$ cat config.mk
export PLATFORM = sky130hd
export DESIGN_NAME = rlo_latch
export DESIGN_NICKNAME = d
export VERILOG_FILES = /design/src/rlo_pkg.sv /design/src/rlo_latch.sv /design/src/rlo_sync2.sv
export SDC_FILE = /design/constraint.sdc
export NUM_CORES = 1
export LEC_CHECK = 0
export BUFFER_PORTS_ARGS = -buffer_cell sky130_fd_sc_hd__buf_2
export CAP_MARGIN = 20
export CORE_ASPECT_RATIO = 2
export CORE_UTILIZATION = 30
export DETAILED_ROUTE_END_ITERATION = 10
export SKIP_CTS_REPAIR_TIMING = 1
export SYNTH_ARGS = -nofsm -noshare
export SYNTH_HDL_FRONTEND = slang
export SYNTH_HIERARCHICAL = 1
export SYNTH_SLANG_ARGS = --single-unit
$ cat constraint.sdc
create_clock -name core_clk -period 2.6 [get_ports core_clk]
set_clock_uncertainty 0.2 [all_clocks]
set_input_delay 0.65 -clock core_clk [delete_from_list [all_inputs] [get_ports core_clk]]
set_output_delay 0.65 -clock core_clk [all_outputs]
set_load 0.03 [all_outputs]
$ cat src/rlo_pkg.sv
// package of constants and carrier types for the relay output latch
// assumes one 20 MHz core clock and synchronous active-low reset
package rlo_pkg;

  // ****************************************
  // clock and timing
  // ****************************************
  localparam int unsigned CLK_HZ          = 20_000_000;
  localparam int unsigned SCAN_PERIOD_US  = 10;
  localparam int unsigned SCAN_CYCLES     = (SCAN_PERIOD_US * (CLK_HZ / 1_000_000));

  // ****************************************
  // widths and reset values
  // ****************************************
  localparam int unsigned CHAN_COUNT      = 8;
  localparam logic [7:0]  IMAGE_RESET     = 8'h00;  // every channel off
  localparam logic [7:0]  DRIVE_RESET_N   = 8'hff;  // every drive line high
  localparam int unsigned SYNC_STAGES     = 2;

  // ****************************************
  // message kinds of the controller protocol
  // ****************************************
  typedef enum logic [0:0]
  {
    RLO_MSG_UPDATE = 1'b0,
    RLO_MSG_DIAG   = 1'b1
  } rlo_msg_kind_t;

  // one update or diagnostic message from the controller
  typedef struct packed
  {
    logic          valid;
    rlo_msg_kind_t kind;
    logic [7:0]    image;   // bit 0 is channel 1, bit 7 is channel 8
  } rlo_msg_t;

  // scan sequencer states
  typedef enum logic [1:0]
  {
    RLO_SC_IDLE = 2'b00,
    RLO_SC_OUT  = 2'b01,
    RLO_SC_IN   = 2'b10
  } rlo_scan_state_t;

endpackage : rlo_pkg

$ cat src/rlo_latch.sv
// eight-channel relay output latch with scan sequencer, watchdog power cut
// and nmi strap latch
// assumes messages come from same-clock logic; watchdog and strap are pins
`timescale 1ns/1ps
module rlo_latch
  import rlo_pkg::*;
#(
  parameter int unsigned SCAN_CYC = SCAN_CYCLES
)
(
  input  wire logic       core_clk,       // 20 MHz core clock
  input  wire logic       reset_n,        // sync reset, active low
  input  wire rlo_msg_t   ctrl_msg,       // message from controller logic
  input  wire logic       wdog_rst_pin,   // watchdog in reset, high
  input  wire logic       nmi_strap_pin,  // strap fitted, high
  output logic [7:0]      chan_drive_n,   // relay drive lines, low = on
  output logic [7:0]      chan_led,       // channel indicators, high = lit
  output logic            relay_pwr_en,   // relay operating power switch
  output logic            nmi_out,        // non-maskable interrupt line
  output logic            diag_req        // pulse to common diag handler
);

  // ****************************************
  // elaboration checks
  // ****************************************
  if (SCAN_CYC < 4 || SCAN_CYC > 65536)
  begin : g_bad_scan
    $error("rlo_latch: SCAN_CYC out of range");
  end

  // ****************************************
  // pin synchronisers
  // ****************************************
  logic [1:0] pin_sync;
  logic       wdog_s;
  logic       strap_s;

  // both chains reset to one: watchdog reads as in reset and strap as fitted,
  // so power stays off and no false nmi shows until the pins are really seen
  rlo_sync2 #(.WIDTH(2)) rlo_sync2_i
  (
    .core_clk (core_clk),
    .reset_n  (reset_n),
    .async_in ({nmi_strap_pin, wdog_rst_pin}),
    .sync_out (pin_sync)
  );
  assign wdog_s  = pin_sync[0];
  assign strap_s = pin_sync[1];

  // ****************************************
  // scan rate divider
  // ****************************************
  logic [15:0] div_q;
  logic [15:0] div_d;
  logic        scan_tick;

  // one-cycle enable every SCAN_CYC cycles
  always_comb
  begin
    scan_tick = (div_q == 16'((SCAN_CYC - 1) & 32'hffff));
    div_d     = scan_tick ? 16'h0000 : div_q + 16'h0001;
  end

  always_ff @(posedge core_clk)
  begin
    if (!reset_n)
      div_q <= 16'h0000;
    else
      div_q <= div_d;
  end

  // ****************************************
  // message decode
  // ****************************************
  logic upd_hit;
  logic diag_hit;

  assign upd_hit  = ctrl_msg.valid && (ctrl_msg.kind == RLO_MSG_UPDATE);
  assign diag_hit = ctrl_msg.valid && (ctrl_msg.kind == RLO_MSG_DIAG);

  // ****************************************
  // image store, scan sequencer and latch
  // ****************************************
  rlo_scan_state_t state_q;
  rlo_scan_state_t state_d;
  logic [7:0]      image_q;
  logic [7:0]      image_d;
  logic [7:0]      drive_n_q;
  logic [7:0]      drive_n_d;
  logic [7:0]      led_q;
  logic [7:0]      led_d;
  logic            diag_q;
  logic            diag_d;

  // an update in a scan copy cycle wins, so the newest image is never lost
  always_comb
  begin
    state_d   = state_q;
    image_d   = image_q;
    drive_n_d = drive_n_q;
    diag_d    = diag_hit;
    case (state_q)
      RLO_SC_IDLE:
      begin
        if (scan_tick)
          state_d = RLO_SC_OUT;
      end
      RLO_SC_OUT:
      begin
        drive_n_d = ~image_q;
        state_d   = RLO_SC_IN;
      end
      RLO_SC_IN:
      begin
        // no inputs on this board, step kept for scan structure
        state_d = RLO_SC_IDLE;
      end
      default:
      begin
        state_d = RLO_SC_IDLE;
      end
    endcase
    if (upd_hit)
    begin
      image_d   = ctrl_msg.image;
      drive_n_d = ~ctrl_msg.image;
    end
    led_d = ~drive_n_d;
  end

  always_ff @(posedge core_clk)
  begin
    if (!reset_n)
    begin
      state_q   <= RLO_SC_IDLE;
      image_q   <= IMAGE_RESET;
      drive_n_q <= DRIVE_RESET_N;
      led_q     <= ~DRIVE_RESET_N;
      diag_q    <= 1'b0;
    end
    else
    begin
      state_q   <= state_d;
      image_q   <= image_d;
      drive_n_q <= drive_n_d;
      led_q     <= led_d;
      diag_q    <= diag_d;
    end
  end

  // ****************************************
  // relay power and nmi latch
  // ****************************************
  logic pwr_q;
  logic pwr_d;
  logic nmi_q;
  logic nmi_d;

  // one shared switch drops every relay in the same cycle
  always_comb
  begin
    pwr_d = ~wdog_s;
    nmi_d = ~strap_s;
  end

  always_ff @(posedge core_clk)
  begin
    if (!reset_n)
    begin
      pwr_q <= 1'b0;
      nmi_q <= 1'b0;
    end
    else
    begin
      pwr_q <= pwr_d;
      nmi_q <= nmi_d;
    end
  end

  assign chan_drive_n = drive_n_q;
  assign chan_led     = led_q;
  assign relay_pwr_en = pwr_q;
  assign nmi_out      = nmi_q;
  assign diag_req     = diag_q;
endmodule : rlo_latch

$ cat src/rlo_sync2.sv
// two-stage synchroniser for pin-level inputs, one chain per bit
// assumes inputs are asynchronous levels; reset value is a constant
`timescale 1ns/1ps
module rlo_sync2
  import rlo_pkg::*;
#(
  parameter int unsigned WIDTH = 2
)
(
  input  wire logic             core_clk,  // core clock
  input  wire logic             reset_n,   // sync reset, active low
  input  wire logic [WIDTH-1:0] async_in,  // raw pin levels
  output logic      [WIDTH-1:0] sync_out   // synchronised levels
);

  // ****************************************
  // elaboration checks
  // ****************************************
  if (WIDTH < 1)
  begin : g_bad_width
    $error("rlo_sync2: WIDTH must be at least one");
  end

  // ****************************************
  // per-bit chains
  // ****************************************
  genvar gi;
  generate
    for (gi = 0; gi < WIDTH; gi++)
    begin : g_bit
      logic meta_q;
      logic stab_q;
      // first stage feeds only the second stage
      always_ff @(posedge core_clk)
      begin
        if (!reset_n)
        begin
          meta_q <= 1'b1;  // one is the safe reading of every pin here
          stab_q <= 1'b1;
        end
        else
        begin
          meta_q <= async_in[gi];
          stab_q <= meta_q;
        end
      end
      assign sync_out[gi] = stab_q;
    end
  endgenerate

endmodule : rlo_sync2
==> results of run 1 <==
worst max-delay path, cell delays in order:
cell and delay, ns:
buf_2 0.09, nor2b_1 0.76, and2_1 0.27, o21ai_0 0.10
worst paths after layout:
check	start	endpoint	slack [ns]
hold reg to reg	rlo_sync2_i/g_bit[0].stab_q$_SDFF_PN1_	relay_pwr_en$_SDFF_PN0_	0.18
hold / removal	rlo_sync2_i/g_bit[0].stab_q$_SDFF_PN1_	relay_pwr_en$_SDFF_PN0_	0.18
setup reg to reg	state_q[1]$_SDFFE_PN0P_	chan_drive_n[2]$_SDFF_PN1_	0.92
setup / recovery	ctrl_msg[9]	chan_drive_n[2]$_SDFF_PN1_	0.66
routing by layer:
layer / wire (um) / vias to the layer above
met5: 0 / -
met2: 1944 / 25
met4: 99 / 0
li1: - / 701
met1: 1420 / 645
met3: 139 / 7
layout make-up:
type,instances,share of cell area
flip-flops and latches,49,0.4437
multi-input cells,128,0.3724
repair buffers,32,0.07244
clock buffers,6,0.06282
well taps,63,0.03565
inverters,4,0.006791
clock inverters,2,0.006225
cell usage after synthesis, types with 2 or more instances:
| master | count | share of area |
|---|---|---|
| nor2_1 | 34 | 0.068 |
| nand4_2 | 2 | 0.013 |
| and2_1 | 8 | 0.027 |
| a21oi_1 | 8 | 0.021 |
| o21a_1 | 8 | 0.032 |
| nand2b_1 | 6 | 0.020 |
| a211oi_1 | 8 | 0.032 |
| dfxtp_1 | 49 | 0.52 |
| inv_1 | 4 | 0.0080 |
| nand3_2 | 2 | 0.011 |
| nor4_2 | 4 | 0.027 |
| nand2_1 | 3 | 0.0060 |
| buf_4 | 3 | 0.012 |
| buf_2 | 3 | 0.0080 |
| ha_1 | 2 | 0.013 |
| nor4_1 | 2 | 0.0067 |
| nand3_1 | 3 | 0.0080 |
| nor2_2 | 3 | 0.010 |
| o21ai_0 | 8 | 0.021 |
| nor3_1 | 5 | 0.013 |
| and3_1 | 2 | 0.0067 |
| clkbuf_1 | 3 | 0.0060 |
| xnor2_1 | 13 | 0.061 |
power breakdown:
| group | switching [mW] | internal, mW |
|---|---|---|
| logic | 0.0647 | 0.0350 |
| clock network | 0.276 | 0.383 |
| registers | 0.0134 | 0.776 |
logic make-up (layout without fill, tap and decap cells):
family	count (synthesis)	in the layout
AND/OR/NAND/NOR	80	80
flip-flops	49	49
AO/OA/AOI/OAI	32	32
XOR/XNOR	14	14
buffers and inverters	14	44
adder cells (fa/ha/maj)	2	2
metrics by stage:
step	utilization	worst slack, ns	area [sq um]	hold slack (ns)
after floorplan	-	0.9399	1879	0.1863
after global placement	0.3427	0.3779	2058	0.1808
after detailed placement	0.3427	0.3618	2058	0.1745
after CTS	0.3681	0.6570	2211	0.1863
after global routing	0.3681	0.4526	2211	0.2018
final	0.3681	0.6650	2211	0.1834
registers in the layout, indices dropped and copies added (netlist names):
name                      cells
div_q                        16
chan_drive_n                  8
chan_led                      8
image_q                       8
rlo_sync2_i/g_bit.meta_q      2
rlo_sync2_i/g_bit.stab_q      2
state_q                       2
diag_req                      1
nmi_out                       1
relay_pwr_en                  1
==> impl_metrics.tcl, run 1 <==
set metrics [dict create \
    grt_most_used_layer "met2" \
    critical_path.max_fanout 16 \
    totalNegativeSetupSlack_ns 0 \
    ctsRootBufferMaster "clkbuf_16" \
    routed_via_density 4.852 \
    dr_total_vias 1378 \
    ys_async_sr_fraction 0 \
    placedCellCount 276 \
    dieHeight_um 113.9 \
    critPathArrivalTime_ns 1.88 \
    mostFrequentLayoutCell "dfxtp_1" \
    die-area_sq_mm 0.006604 \
    violations "DRC" \
    number_of_failing_setup_endpoints_in_the_final_timing_report 0 \
    syn-mean-instance-area_sq_um 9.839 \
    grt_first_pass_wirelength_mm 6.085 \
    fp.dieW_um 57.97 \
    io-pin-count 33 \
    ys_types 31 \
    max-slew-margin-rel 0.3538 \
    seq_area_frac_synth 0.5220 \
    post_synth_inst_count 191 \
    num-nets-final 236 \
    min_period_ns 1.935 \
    synth_ff_type "dfxtp_1" \
    required_ns 2.54 \
    drcViolationCount 1 \
    grt_pass1_vias 1314 \
    layout_common_cells "49 x dfxtp_1, 34 x nor2_1, 32 x buf_2" \
    finalWirelength_mm 3.603 \
    yosys_warnings 6 \
    post_synth_edffs 0 \
    worst_skew_pair.late_latency_ns 0.29 \
    tritoncts_clock_tree "yes" \
    result_of_the_run "complete, but fails checks" \
    multi_input_comb_area_sq_um 823.3 \
    synth-seq-cells 49 \
    synth.mux.area_fraction 0 \
    power.density_cell_area_mw_per_mm2 700.0 \
    synth.cell_area_sq_mm 0.001879 \
    n_fill_cell 641 \
    synth-adder-area-share 0.01332 \
    regArea_sq_um 980.9 \
    post-route-period-util 0.7442 \
    fmax_ghz 0.5168 \
    initial_antenna_violation_count 0 \
    diodes 0 \
    drt_pre_antenna_iters 7 \
    synth_simple_gate_area_share 0.2530 \
    final_cell_count_no_fill 284 \
    gpl.final_weighted_congestion 0.7656 \
    synth_compound_area_frac 0.1065 \
    grt_max_degree 25 \
    crit_path_end_kind "flip-flop" \
    cp-start-kind "primary input" \
    timing.setup.critical_path_class "in2reg" \
    grt_use_met3 0.03401 \
    syn_nets 207 \
    grt_overflow_total 0 \
    drv_cap 0 \
    met2_usage 0.2245 \
    grt_setup_unrepaired "no" \
    ctsLongestPathBuffers 2 \
    clkSlewWorstSetupHoldPaths_ns 0.06 \
    detail_route.iter0.violations 12 \
    synthXorXnorAreaFrac 0.06525 \
    detail-route-antenna-nets 0 \
    cts.sink_count 49 \
    vdd.ir_drop.worst_v 0.0005158 \
    finalHoldViolations 0 \
    worstRegToRegCells 4 \
    finalPower_mw 1.548 \
    count_of_buffers_inserted_at_the_top_level_ports 32 \
    min_path_type "reg2reg" \
    starting_density 0.3129 \
    post_detailed_placement_half_perimeter_wirelength_mm 2.612 \
    synth_top_family_by_area "simple AND/OR/NAND/NOR gates" \
    placeableCoreArea_sq_mm 0.006006 \
    slew_viol_final 0 \
    htree_levels 2 \
    whs_path_depth 1 \
    global_route.usage.met1 0.1203 \
    gr-usage-all-layers 0.1237 \
    numCtsBuffers 5 \
    wire_per_inst_um 12.69 \
    row_count 40 \
    worst_slew_pin_slew_ns 0.9673 \
    syn2layout_area_growth_pct 17.64 \
    leakage_nw 0.8663 \
    final_layout_size_suffix_gt1_frac 0.2443 \
]
No activity file was read; power rests on OpenSTA's default activity.
==> run 2: changes to the inputs <==
- ABC_AREA: not set -> 1
- clock period: 2.6 -> 2 ns (I/O delays scaled with it)
==> impl_metrics.tcl, run 2 <==
set metrics [dict create \
    result_of_the_run "completed" \
    min_period_ns 1.568 \
    mostFrequentLayoutCell "nand2_1" \
    leakage_nw 1.048 \
    ctsRootBufferMaster "clkbuf_16" \
    min_to "nmi_out$_SDFF_PN0_" \
    drt_pre_antenna_iters 4 \
    synth.cell_area_sq_mm 0.001958 \
    top_register "div_q" \
    tritoncts_clock_tree "yes" \
    cts.sink_count 49 \
    post_dp_cell_area_sq_mm 0.002185 \
    synth_compound_area_frac 0.08435 \
    ys_async_sr_fraction 0 \
    syn-mean-instance-area_sq_um 7.679 \
    dr_total_vias 1581 \
    vdd.ir_drop.worst_v 0.0004181 \
    netlist_top_cells_area "dfxtp_1 50%, nand2_1 9.8%, inv_1 9.0%, nor2_1 6.3%, a21oi_1 5.1%" \
    diodes 0 \
    synth_ff_type "dfxtp_1" \
    io-pin-count 33 \
    grt_first_pass_wirelength_mm 6.141 \
    whs_path_depth 1 \
    routed_via_density 4.227 \
    grt_pass1_vias 1520 \
    worst_slew_pin_slew_ns 0.4080 \
    totalNegativeSetupSlack_ns 0 \
    initial_antenna_violation_count 0 \
    required_ns 1.98 \
    finalHoldViolations 0 \
    numCtsBuffers 5 \
    gpl.final_weighted_congestion 0.7705 \
    n_fill_cell 694 \
    ctsLongestPathBuffers 2 \
    row_count 41 \
    fraction_of_power_consumed_by_combinational_cells 0.066 \
    crit-reg2reg-capture "div_q[11]$_SDFF_PP0_" \
    seq_area_frac_synth 0.5010 \
    number_of_failing_setup_endpoints_in_the_final_timing_report 0 \
    crit_path_end_kind "flip-flop" \
    share_clk_of_total_power 0.417 \
    post_detailed_placement_half_perimeter_wirelength_mm 2.689 \
    drv_cap 0 \
    gr-usage-all-layers 0.1187 \
    num-nets-final 303 \
    starting_density 0.3103 \
    synth_top_family_by_area "simple AND/OR/NAND/NOR gates" \
    wire_per_inst_um 9.377 \
    fp.dieW_um 59.13 \
    ranking_of_synthesized_cells_by_instance_count "51 x nand2_1, 49 x dfxtp_1, 47 x inv_1" \
    dieHeight_um 116.3 \
    grt_setup_unrepaired "no" \
    cp-start-kind "flip-flop" \
    post_synth_edffs 0 \
    syn_nets 271 \
    placeableCoreArea_sq_mm 0.006310 \
    count_of_buffers_inserted_at_the_top_level_ports 32 \
    detail-route-antenna-nets 0 \
    hp-start "rlo_sync2_i/g_bit[1].stab_q$_SDFF_PN1_" \
    clkSlewWorstSetupHoldPaths_ns 0.06 \
    drcViolationCount 0 \
    yosys.cell_count.top_type "nand2_1" \
    power.net_switching_uw 466.9 \
    slew_viol_final 0 \
    largest_register_ffs 16 \
    synth_simple_gate_area_share 0.2518 \
    sequentialPowerShare 0.516 \
    worst_skew_pair.late_latency_ns 0.29 \
    die-area_sq_mm 0.006874 \
    detail_route.iter0.violations 54 \
    grt_max_degree 25 \
    critical_path.max_fanout 16 \
    synth-seq-cells 49 \
    syn2layout_area_growth_pct 19.04 \
    post-route-period-util 0.7838 \
    cell_internal_pwr_mw 1.518 \
    max-slew-margin-rel 0.7270 \
    worstRegToRegCells 6 \
    rr_startpoint "div_q[0]$_SDFF_PP0_" \
    htree_levels 2 \
    grt_overflow_total 0 \
    min_path_type "reg2reg" \
    yosys.area.top_type_share 0.5010 \
    final_layout_size_suffix_gt1_frac 0.1944 \
    post_synth_inst_count 255 \
    ys_types 23 \
    synthXorXnorAreaFrac 0.03131 \
    synth.mux.area_fraction 0 \
    synth_area_leader "dfxtp_1" \
    layout.cell_area.non_filler_sq_mm 0.002331 \
    layout_common_cells "51 x nand2_1, 49 x dfxtp_1, 47 x inv_1" \
    yosys_warnings 6 \
    timing.setup.critical_path_class "reg2reg" \
    synth-adder-area-share 0.01278 \
    fmax_ghz 0.6379 \
    power.density_cell_area_mw_per_mm2 851.5 \
    finalWirelength_mm 3.507 \
    switching_share 0.2353 \
    critPathArrivalTime_ns 1.55 \
    setup.reg_to_reg.worst_slack_ns 0.43 \
]
-- run 2: cell types whose count changed in the layout (fill, tap and decap cells not counted), moves of 9 or more --
cell / delta
xnor2_1: -9
inv_1: +43
nand2_1: +48
a21oi_1: +12
-- run 2: power by group through the flow --
stage | Sequential, mW | Combinational, mW | Clock [mW]
2_1_floorplan | 1.08 | 0.0623 | 0
6_report | 1.02 | 0.132 | 0.828
3_3_place_gp | 1.05 | 0.131 | 0
4_1_cts | 1.03 | 0.134 | 0.868
5_1_grt | 1.03 | 0.148 | 0.896
3_5_place_dp | 1.05 | 0.134 | 0
-- run 2: final cells by class --
type / count / area [sq um] / share of cell area
clock buffers: 5 / 125.1 / 0.05368
clock inverters: 3 / 21.27 / 0.009125
inverters: 49 / 183.9 / 0.07890
multi-input cells: 149 / 744.5 / 0.3194
flip-flops and latches: 49 / 980.9 / 0.4208
well taps: 86 / 107.6 / 0.04616
repair buffers: 33 / 167.7 / 0.07193
-- run 2: how the worst max path moves through the flow --
stage	endpoint	slack, ns	from	depth (start not counted)
2_1_floorplan	chan_drive_n[2]$_SDFF_PN1_	0.59	ctrl_msg[8]	7
3_3_place_gp	chan_drive_n[6]$_SDFF_PN1_	0.33	ctrl_msg[8]	7
3_5_place_dp	chan_drive_n[1]$_SDFF_PN1_	0.29	ctrl_msg[8]	7
4_1_cts	div_q[7]$_SDFF_PP0_	0.39	div_q[0]$_SDFF_PP0_	6
5_1_grt	div_q[11]$_SDFF_PP0_	0.26	div_q[0]$_SDFF_PP0_	6
6_report	div_q[11]$_SDFF_PP0_	0.43	div_q[0]$_SDFF_PP0_	6
-- run 2: logic make-up after synthesis --
group	count (synthesis)
AND/OR/NAND/NOR	111
adder cells (fa/ha/maj)	2
AO/OA/AOI/OAI	29
buffers and inverters	57
XOR/XNOR	7
flip-flops	49
-- run 2: layer usage --
layer	track usage	part of all wire	vias up	routed length (um)
met5	0	0	-	0
met4	0.06984	0.026	0	92
met3	0.03322	0.037	7	131
met2	0.2295	0.58	25	2026
met1	0.1027	0.36	717	1257
li1	-	-	832	-
-- run 2: critical path, stage by stage, from the launching register on --
cell	delay (ns)
dfxtp_1	0.41
ha_1	0.21
nand3_1	0.09
nor2_1	0.15
nand2_1	0.13
nand2_4	0.20
nor2_1	0.07
-- run 2: stage by stage --
stage | instances | setup WS (ns) | total power [mW] | util | hold slack, ns
2_1_floorplan | 255 | 0.5879 | 1.141 | - | 0.1795
3_3_place_gp | 366 | 0.3339 | 1.178 | 0.3462 | 0.1719
3_5_place_dp | 366 | 0.2901 | 1.182 | 0.3462 | 0.1782
4_1_cts | 374 | 0.3897 | 2.027 | 0.3694 | 0.1750
5_1_grt | 374 | 0.2601 | 2.073 | 0.3694 | 0.1916
6_report | 374 | 0.4324 | 1.985 | 0.3694 | 0.1825
